$ cat src/adcc_pkg.sv
/*
  constants for the converter control block: register map, field
  positions, reset values, conversion timing and state encoding.
  assumes a 10 MHz pclk and an APB master with 32-bit data.
*/
// Function
// - a falling trigger edge starts one 10-bit conversion
// - that same falling edge puts the sampling stage into hold
// - sampling stage returns to track when the conversion ends
// - trigger level low at conversion end enters power-down
// - busy is high for the whole conversion, low when it ends
// - channel 0 result above the 8-bit threshold drives the flag low
// - flag released on read/write rising edge while port select is low
// - serial port is ignored unless port select is low
// - data leaves on serial clock falling edges, enters on rising edges
// - serial output floats on read/write fall or port select rise
// - temperature conversion within 27 us, voltage within 9 us
package adcc_pkg;

  localparam int unsigned CLK_PERIOD_NS  = 100;
  localparam int unsigned TEMP_CONV_NS   = 27000;
  localparam int unsigned VOLT_CONV_NS   = 9000;
  localparam int unsigned RES_BITS       = 10;
  // longest times round down, so the per-bit step keeps within the limit
  localparam int unsigned TEMP_STEP_CYC  = TEMP_CONV_NS / CLK_PERIOD_NS / RES_BITS;
  localparam int unsigned VOLT_STEP_CYC  = VOLT_CONV_NS / CLK_PERIOD_NS / RES_BITS;
  localparam logic [8:0]  TEMP_STEP      = 9'(TEMP_STEP_CYC - 1);
  localparam logic [8:0]  VOLT_STEP      = 9'(VOLT_STEP_CYC - 1);
  localparam logic [3:0]  MSB_IDX        = 4'h9;
  localparam logic [9:0]  MID_CODE       = 10'h200;
  localparam logic [3:0]  RX_LAST        = 4'h7;

  // register byte offsets
  localparam logic [7:0]  CTRL_OFS       = 8'h00;
  localparam logic [7:0]  THRESH_OFS     = 8'h04;
  localparam logic [7:0]  STATE_OFS      = 8'h08;
  localparam logic [7:0]  RESULT_OFS     = 8'h0c;
  localparam logic [7:0]  IRQ_STAT_OFS   = 8'h10;
  localparam logic [7:0]  IRQ_MASK_OFS   = 8'h14;
  localparam logic [7:0]  SER_RX_OFS     = 8'h18;

  // reset values
  localparam logic [2:0]  CHAN_RST       = 3'h0;
  localparam logic [7:0]  THRESH_RST     = 8'hff;
  localparam logic [2:0]  IRQ_MASK_RST   = 3'h0;
  localparam logic [2:0]  TEMP_CHAN      = 3'h0;

  // state register fields
  localparam int unsigned ST_BUSY        = 0;
  localparam int unsigned ST_FLAG_N      = 1;
  localparam int unsigned ST_PDOWN       = 2;
  localparam int unsigned ST_HOLD        = 3;
  localparam int unsigned ST_DOUT_OE     = 4;

  // interrupt status / mask fields
  localparam int unsigned IRQ_W          = 3;
  localparam int unsigned IRQ_DONE       = 0;
  localparam int unsigned IRQ_OVT        = 1;
  localparam int unsigned IRQ_RDEND      = 2;

  // synchroniser lanes
  localparam int unsigned SY_W           = 6;
  localparam int unsigned SY_TRIG        = 0;
  localparam int unsigned SY_CS          = 1;
  localparam int unsigned SY_RDWR        = 2;
  localparam int unsigned SY_SCLK        = 3;
  localparam int unsigned SY_DIN         = 4;
  localparam int unsigned SY_CMP         = 5;

  typedef enum logic [0:0] {
    ADCC_IDLE = 1'b0,
    ADCC_CONV = 1'b1
  } adcc_state_e;

endpackage

$ cat src/adcc_top.sv
/*
  conversion and over-temperature control around a 10-bit successive
  approximation converter, with serial result read-out and APB registers.
  assumes an analog comparator and DAC outside, and a host driving the
  trigger, port select, read/write and serial clock pins.
*/
// Chosen here: register access over APB and the register addresses.
`timescale 1ns/1ps
module adcc_top
  import adcc_pkg::*;
(
  // clock and reset
  input  wire logic        pclk,
  input  wire logic        presetn,
  // apb slave
  input  wire logic        psel,
  input  wire logic        penable,
  input  wire logic        pwrite,
  input  wire logic [7:0]  paddr,
  input  wire logic [31:0] pwdata,
  output logic      [31:0] prdata,
  output logic             pready,
  output logic             pslverr,
  // host pins
  input  wire logic        conversion_trigger_n,
  input  wire logic        port_select_n,
  input  wire logic        read_write_sel,
  input  wire logic        serial_clk,
  input  wire logic        serial_din,
  output logic             serial_dout,
  output logic             serial_dout_oe,
  output logic             busy,
  output logic             over_temp_flag_n,
  // analog front end
  input  wire logic        comparator_above,
  output logic      [9:0]  dac_code,
  output logic      [2:0]  channel_sel,
  output logic             hold_mode,
  output logic             power_down,
  // interrupt
  output logic             irq
);

  logic [SY_W-1:0] sy_level;
  logic [SY_W-1:0] sy_rise;
  logic [SY_W-1:0] sy_fall;

  adcc_sync #(
    .W (SY_W)
  ) u_sync (
    .pclk     (pclk),
    .presetn  (presetn),
    .async_in ({comparator_above, serial_din, serial_clk,
                read_write_sel, port_select_n, conversion_trigger_n}),
    .level    (sy_level),
    .rise     (sy_rise),
    .fall     (sy_fall)
  );

  adcc_state_e       state_reg;
  logic [3:0]        bit_idx_reg;
  logic [8:0]        step_cnt_reg;
  logic [8:0]        step_len_reg;
  logic [9:0]        code_reg;
  logic [9:0]        result_reg;
  logic [2:0]        chan_reg;
  logic [2:0]        conv_chan_reg;
  logic [7:0]        thresh_reg;
  logic [IRQ_W-1:0]  irq_stat_reg;
  logic [IRQ_W-1:0]  irq_stat_next;
  logic [IRQ_W-1:0]  irq_mask_reg;
  logic [IRQ_W-1:0]  irq_snap_reg;
  logic [9:0]        tx_shift_reg;
  logic [7:0]        rx_shift_reg;
  logic [3:0]        rx_cnt_reg;
  logic [7:0]        ser_rx_reg;
  logic              busy_reg;
  logic              flag_n_reg;
  logic              hold_reg;
  logic              pdown_reg;
  logic              dout_reg;
  logic              dout_oe_reg;
  logic              irq_reg;
  logic [31:0]       prdata_reg;
  logic              pready_reg;
  logic              pslverr_reg;

  logic conv_start;
  logic step_end;
  logic conv_end;
  logic [9:0] final_code;
  logic cs_low;
  logic read_end;
  logic ovt_event;
  logic apb_setup;
  logic apb_done;
  logic addr_ok;
  logic [31:0] rd_mux;

  assign conv_start = sy_fall[SY_TRIG] && (state_reg == ADCC_IDLE);
  assign step_end   = (state_reg == ADCC_CONV) && (step_cnt_reg == step_len_reg);
  assign conv_end   = step_end && (bit_idx_reg == 4'h0);
  assign final_code = sy_level[SY_CMP] ? code_reg : (code_reg & ~(10'h001 << bit_idx_reg));

  assign cs_low   = ~sy_level[SY_CS];
  assign read_end = sy_rise[SY_RDWR] && cs_low;
  assign ovt_event = conv_end && (conv_chan_reg == TEMP_CHAN) &&
                     (final_code[9:2] > thresh_reg);

  // conversion sequencer
  always_ff @(posedge pclk or negedge presetn) begin
    if (!presetn) begin
      state_reg <= ADCC_IDLE;
    end else begin
      unique case (state_reg)
        ADCC_IDLE: begin
          if (conv_start) begin
            state_reg <= ADCC_CONV;
          end
        end
        ADCC_CONV: begin
          if (conv_end) begin
            state_reg <= ADCC_IDLE;
          end
        end
      endcase
    end
  end

  always_ff @(posedge pclk or negedge presetn) begin
    if (!presetn) begin
      step_cnt_reg  <= 9'h000;
      step_len_reg  <= VOLT_STEP;
      bit_idx_reg   <= 4'h0;
      conv_chan_reg <= CHAN_RST;
    end else if (conv_start) begin
      step_cnt_reg  <= 9'h000;
      step_len_reg  <= (chan_reg == TEMP_CHAN) ? TEMP_STEP : VOLT_STEP;
      bit_idx_reg   <= MSB_IDX;
      conv_chan_reg <= chan_reg;
    end else if (step_end) begin
      step_cnt_reg <= 9'h000;
      bit_idx_reg  <= bit_idx_reg - 4'h1;
    end else if (state_reg == ADCC_CONV) begin
      step_cnt_reg <= step_cnt_reg + 9'h001;
    end
  end

  // successive approximation trial code
  always_ff @(posedge pclk or negedge presetn) begin
    if (!presetn) begin
      code_reg   <= 10'h000;
      result_reg <= 10'h000;
    end else if (conv_start) begin
      code_reg <= MID_CODE;
    end else if (conv_end) begin
      code_reg   <= final_code;
      result_reg <= final_code;
    end else if (step_end) begin
      code_reg <= final_code | (10'h001 << (bit_idx_reg - 4'h1));
    end
  end

  always_ff @(posedge pclk or negedge presetn) begin
    if (!presetn) begin
      busy_reg <= 1'b0;
    end else if (conv_start) begin
      busy_reg <= 1'b1;
    end else if (conv_end) begin
      busy_reg <= 1'b0;
    end
  end

  always_ff @(posedge pclk or negedge presetn) begin
    if (!presetn) begin
      hold_reg <= 1'b0;
    end else if (conv_start) begin
      hold_reg <= 1'b1;
    end else if (conv_end) begin
      hold_reg <= 1'b0;
    end
  end

  // trigger level at end
  // a rising trigger edge wakes the converter for the next sample
  always_ff @(posedge pclk or negedge presetn) begin
    if (!presetn) begin
      pdown_reg <= 1'b0;
    end else if (conv_end) begin
      pdown_reg <= ~sy_level[SY_TRIG];
    end else if (sy_rise[SY_TRIG] || conv_start) begin
      pdown_reg <= 1'b0;
    end
  end

  // sticky flag, set wins over clear
  always_ff @(posedge pclk or negedge presetn) begin
    if (!presetn) begin
      flag_n_reg <= 1'b1;
    end else if (ovt_event) begin
      flag_n_reg <= 1'b0;
    end else if (read_end) begin
      flag_n_reg <= 1'b1;
    end
  end

  // output shifts on falling serial clock
  // float on read/write fall or select rise
  always_ff @(posedge pclk or negedge presetn) begin
    if (!presetn) begin
      tx_shift_reg <= 10'h000;
      dout_reg     <= 1'b0;
      dout_oe_reg  <= 1'b0;
    end else if (sy_fall[SY_RDWR] || sy_rise[SY_CS]) begin
      dout_oe_reg <= 1'b0;
    end else if (read_end) begin
      tx_shift_reg <= {result_reg[8:0], 1'b0};
      dout_reg     <= result_reg[9];
      dout_oe_reg  <= 1'b1;
    end else if (sy_fall[SY_SCLK] && cs_low && dout_oe_reg) begin
      tx_shift_reg <= {tx_shift_reg[8:0], 1'b0};
      dout_reg     <= tx_shift_reg[9];
    end
  end

  // input captured on rising serial clock
  always_ff @(posedge pclk or negedge presetn) begin
    if (!presetn) begin
      rx_shift_reg <= 8'h00;
      rx_cnt_reg   <= 4'h0;
      ser_rx_reg   <= 8'h00;
    end else if (!cs_low || sy_level[SY_RDWR]) begin
      rx_cnt_reg <= 4'h0;
    end else if (sy_rise[SY_SCLK]) begin
      rx_shift_reg <= {rx_shift_reg[6:0], sy_level[SY_DIN]};
      if (rx_cnt_reg == RX_LAST) begin
        ser_rx_reg <= {rx_shift_reg[6:0], sy_level[SY_DIN]};
        rx_cnt_reg <= 4'h0;
      end else begin
        rx_cnt_reg <= rx_cnt_reg + 4'h1;
      end
    end
  end

  // apb: one wait state so read data leaves a flop
  assign apb_setup = psel && penable && !pready_reg;
  assign apb_done  = psel && penable && pready_reg;

  always_comb begin
    addr_ok = 1'b1;
    rd_mux  = 32'h0000_0000;
    unique case (paddr)
      CTRL_OFS:     rd_mux[2:0] = chan_reg;
      THRESH_OFS:   rd_mux[7:0] = thresh_reg;
      STATE_OFS: begin
        rd_mux[ST_BUSY]    = busy_reg;
        rd_mux[ST_FLAG_N]  = flag_n_reg;
        rd_mux[ST_PDOWN]   = pdown_reg;
        rd_mux[ST_HOLD]    = hold_reg;
        rd_mux[ST_DOUT_OE] = dout_oe_reg;
      end
      RESULT_OFS:   rd_mux[9:0] = result_reg;
      IRQ_STAT_OFS: rd_mux[IRQ_W-1:0] = irq_stat_reg;
      IRQ_MASK_OFS: rd_mux[IRQ_W-1:0] = irq_mask_reg;
      SER_RX_OFS:   rd_mux[7:0] = ser_rx_reg;
      default:      addr_ok = 1'b0;
    endcase
  end

  always_ff @(posedge pclk or negedge presetn) begin
    if (!presetn) begin
      pready_reg  <= 1'b0;
      prdata_reg  <= 32'h0000_0000;
      pslverr_reg <= 1'b0;
    end else begin
      pready_reg <= apb_setup;
      if (apb_setup) begin
        prdata_reg  <= pwrite ? 32'h0000_0000 : rd_mux;
        pslverr_reg <= ~addr_ok;
      end else begin
        pslverr_reg <= 1'b0;
      end
    end
  end

  // writable control; a channel change only applies to the next conversion
  always_ff @(posedge pclk or negedge presetn) begin
    if (!presetn) begin
      chan_reg     <= CHAN_RST;
      thresh_reg   <= THRESH_RST;
      irq_mask_reg <= IRQ_MASK_RST;
    end else if (apb_done && pwrite) begin
      if (paddr == CTRL_OFS) begin
        chan_reg <= pwdata[2:0];
      end
      if (paddr == THRESH_OFS) begin
        thresh_reg <= pwdata[7:0];
      end
      if (paddr == IRQ_MASK_OFS) begin
        irq_mask_reg <= pwdata[IRQ_W-1:0];
      end
    end
  end

  // read clears only the bits that were returned, so a new event survives
  always_comb begin
    irq_stat_next = irq_stat_reg;
    if (apb_done && !pwrite && (paddr == IRQ_STAT_OFS)) begin
      irq_stat_next = irq_stat_reg & ~irq_snap_reg;
    end
    irq_stat_next[IRQ_DONE]  = irq_stat_next[IRQ_DONE] | conv_end;
    irq_stat_next[IRQ_OVT]   = irq_stat_next[IRQ_OVT] | ovt_event;
    irq_stat_next[IRQ_RDEND] = irq_stat_next[IRQ_RDEND] | read_end;
  end

  always_ff @(posedge pclk or negedge presetn) begin
    if (!presetn) begin
      irq_stat_reg <= '0;
      irq_snap_reg <= '0;
      irq_reg      <= 1'b0;
    end else begin
      irq_stat_reg <= irq_stat_next;
      if (apb_setup) begin
        irq_snap_reg <= irq_stat_reg;
      end
      irq_reg <= |(irq_stat_next & irq_mask_reg);
    end
  end

  assign prdata           = prdata_reg;
  assign pready           = pready_reg;
  assign pslverr          = pslverr_reg;
  assign serial_dout      = dout_reg;
  assign serial_dout_oe   = dout_oe_reg;
  assign busy             = busy_reg;
  assign over_temp_flag_n = flag_n_reg;
  assign dac_code         = code_reg;
  assign channel_sel      = conv_chan_reg;
  assign hold_mode        = hold_reg;
  assign power_down       = pdown_reg;
  assign irq              = irq_reg;

endmodule

$ cat src/adcc_sync.sv
/*
  two-flop synchronisers with edge pulses, one lane per pin.
  assumes every input is asynchronous to pclk; edges come out one
  pclk cycle wide, two edges after the pin moves.
*/
`timescale 1ns/1ps
module adcc_sync #(
  parameter int unsigned W = 6
) (
  // clock and reset
  input  wire logic         pclk,
  input  wire logic         presetn,
  // pins
  input  wire logic [W-1:0] async_in,
  // synchronised view
  output logic      [W-1:0] level,
  output logic      [W-1:0] rise,
  output logic      [W-1:0] fall
);

  genvar i;
  generate
    for (i = 0; i < W; i++) begin : g_lane
      logic meta_reg;
      logic sync_reg;
      logic last_reg;
      // first flop is read by the second only
      always_ff @(posedge pclk or negedge presetn) begin
        if (!presetn) begin
          meta_reg <= 1'b1;
          sync_reg <= 1'b1;
          last_reg <= 1'b1;
        end else begin
          meta_reg <= async_in[i];
          sync_reg <= meta_reg;
          last_reg <= sync_reg;
        end
      end
      assign level[i] = sync_reg;
      assign rise[i]  = sync_reg & ~last_reg;
      assign fall[i]  = ~sync_reg & last_reg;
    end
  endgenerate

endmodule

$ cat config.mk
export PLATFORM = sky130hd
export DESIGN_NAME = adcc_top
export DESIGN_NICKNAME = d
export VERILOG_FILES = /design/src/adcc_pkg.sv /design/src/adcc_top.sv /design/src/adcc_sync.sv
export SDC_FILE = /design/constraint.sdc
export NUM_CORES = 1
export LEC_CHECK = 0
export BUFFER_PORTS_ARGS = -buffer_cell sky130_fd_sc_hd__buf_2
export CORE_ASPECT_RATIO = 0.8
export CORE_UTILIZATION = 45
export DETAILED_ROUTE_END_ITERATION = 10
export HOLD_SLACK_MARGIN = 0.06
export MAX_ROUTING_LAYER = met4
export PLACE_DENSITY = 0.69
export RECOVER_POWER = 50
export SLEW_MARGIN = 20
export SYNTH_ARGS = -nofsm -noshare
export SYNTH_HDL_FRONTEND = slang
export SYNTH_SLANG_ARGS = --single-unit
$ cat constraint.sdc
create_clock -name pclk -period 2.3 [get_ports pclk]
set_clock_uncertainty 0.1 [all_clocks]
set_input_delay 0.345 -clock pclk [delete_from_list [all_inputs] [get_ports pclk]]
set_output_delay 0.345 -clock pclk [all_outputs]
set_load 0.02 [all_outputs]
==> flow_summary.toml <==
[sta]
rsz0062_at_grt = "true"
setup_tns_ps = -2.16
max_slew_margin = 0.401
clock.fmax_ghz = 0.434
min_period_over_period = 1.00
worst_slack_ps = -2.16
fin_crit_ps = 2300
tightest_slew_ps = 898
finalMaxSlewViolations = 0
hold_viol_final = 0
finalSetupViolCount = 1

[place]
numPortBuffers = 58
dp_cells = 812
dp_hpwl_mm = 10.2
place_congestion = 0.883

[cells_and_area]
final.fill_count = 1048
antenna_cells = 0
fin_util = 0.594
instances_no_fill = 858
layout-drive-gt1-share = 0.314
nets = 740
final_cell_mix = "91 x dfrtp_1, 82 x nand2_1, 57 x buf_2"
final_common_cell = "dfrtp_1"
syn_to_final_growth_pct = 27.0

[clock_tree]
cts_inserted_buffers = 17
insertion_delay_ps = 420
cts.htree.levels = 4
cts_tree = "yes"
clk_path_buf_depth = 2
clkTransAtPathRegs_ps = 60
clock-sinks = 120
cts_root_buf = "clkbuf_16"

[floorplan]
io_pins = 105
rows = 36
die_y_microns = 103
die_x_microns = 129
start_util = 0.467
fp.coreArea_sq_um = 12300
dieArea_sq_um = 13300

[run_status]
status = "complete, but fails checks"
violations = "setup timing"

[synthesis]
ys_seq_elements = 120
yosys_warnings = 0
synth_edf_count = 0
synth_area_per_cell_sq_um = 10.2
synthTopCellsByArea = "dfrtp_1 41%, dfstp_2 11%, nand2_1 5.7%"
syn_inst = 563
synth_largest_area_cell = "dfrtp_1"
netlist_area_sq_um = 5770
synthArstFlopShare = 1.00
ys.flop_type = "dfrtp_1"
netlist.area_leader.share = 0.412
ys_seq_area_frac = 0.526
synth_cell_types = 60

[critical_path]
r2r-start = "u_sync.g_lane[5].sync_reg"
critical-path-top-delay-family = "flip-flops"
worst-r2r-cell-count = 11
regToRegSetupSlack_ps = -2
worst_setup_path_start_kind = "register"
cp.arrival_ps = 2540
slowest_stage = "dfstp_2"
crit_path_end_kind = "register"
path_cells = "nor3_4 -> buf_4 -> nand2_1 -> nand2_2 -> ha_1 -> nor2b_1 -> o21bai_4 -> a211oi_2 -> o311ai_1 -> buf_4 -> o21ai_2"
crit_fanout = 5
slowest_delay_ps = 610
worstSetupPathType = "reg -> reg"
cp.required_ps = 2540
r2r_end = "irq"
crit_path_frequent_cell = "buf_4"
critPathBufInv = 2

[routing]
drt-total-wl_mm = 14.4
viasPerCell = 5.44
ant_nets = 0
vias = 4668
wl_per_cell_microns = 16.8
drtPass1Iterations = 5
drt-initial-drc-count = 438
drc = 0

[power]
cellPowerDensity_nw_per_um2 = 1030
ir_worst_vdd_uv = 606
leakage_nw = 3.32

[global_routing]
groute.usage.overall = 0.238
antenna_found_initial = 0
grt.overflow.total = 0
grt_pass1_wl_mm = 22.8
grt_pass1_vias = 4477
grt_max_degree = 39

[run]
max_cap_violations = 0

[min_path]
min-delay-start = "pwdata[4]"
min_to = "thresh_reg[4]"
worstHoldPathCells = 3
hold_path.class = "in -> reg"
-- synthesized netlist by cell type (5+ instances only) --
master,count
ha_1,15
a22oi_1,5
nor2_1,31
mux2i_1,13
a21boi_0,5
clkbuf_1,15
o21ai_0,37
inv_1,19
nand3_1,17
buf_4,23
nand2_1,88
a21oi_1,27
buf_2,6
nor3_1,11
nand4_1,5
nand3b_1,5
a31oi_1,7
nand2b_1,5
mux2_2,24
nor2b_1,6
dfrtp_1,95
nor3b_1,5
dfstp_2,25
-- final cells by class --
cell class	count	area [sq um]	area share
clock buffer	22	474	0.0647
clock inverter	10	119	0.0162
inverter	19	73.8	0.0101
multi-input combinational	400	2670	0.364
sequential	120	3040	0.415
tap	171	214	0.0292
timing repair buffer	116	737	0.101
-- tightest hold or removal path: stages --
cell and delay (ps):
buf_2 100, nand2_1 50, o21ai_0 80
-- routing by layer --
layer / wire (microns) / track usage / up-vias
met4: 214 / 0.0851 / 0
met5: 0 / - / -
met1: 6670 / 0.315 / 2327
li1: - / - / 2171
met3: 825 / 0.0561 / 21
met2: 6740 / 0.361 / 149
-- power by group --
group          internal [W]  total [W]  leakage [nW]  switching (W)
sequential          0.00245    0.00283          1.47       0.000379
combinational      0.000920    0.00203          1.59        0.00111
clock               0.00168    0.00266         0.271       0.000981
-- kinds of logic after synthesis --
kind of cell	Yosys count	synth area share
AND/OR/NAND/NOR	201	0.170
flip-flops	120	0.526
AO/OA/AOI/OAI	117	0.131
buffers and inverters	64	0.0579
multiplexers	37	0.0694
adder cells (fa/ha/maj)	16	0.0343
XOR/XNOR	7	0.0106
other	1	0.000650
-- how the worst max path moves through the flow --
stage / end / start / cells after the start
floorplan: over_temp_flag_n / bit_idx_reg[3] / 9
global placement: irq / bit_idx_reg[3] / 10
finish: irq / u_sync.g_lane[5].sync_reg / 11
detailed placement: irq / bit_idx_reg[0] / 10
global route: irq / bit_idx_reg[3] / 10
CTS: irq / bit_idx_reg[3] / 10
-- what timing repair did --
item | in CTS | in global routing
hold buffers | 10 | 0
setup endpoints to repair | 3 | 4
setup buffers | 0 | 4
resized for setup | 19 | 22
endpoints found under the hold margin | 36 | 0
pin swaps | 4 | 15
-- through the flow --
stage          instance area [sq um]  total power [W]  hold slack [ps]  setup slack, ps
6_report                        7330          0.00752             71.6            -2.16
5_1_grt                         7330          0.00792             60.1            -88.2
4_1_cts                         7220          0.00736             62.2             1.66
3_5_place_dp                    6460          0.00457              246            -84.5
3_3_place_gp                    6460          0.00449              244             27.3
2_1_floorplan                   5860          0.00383            -50.6             4.22
Power figures use the tool's default switching activity.
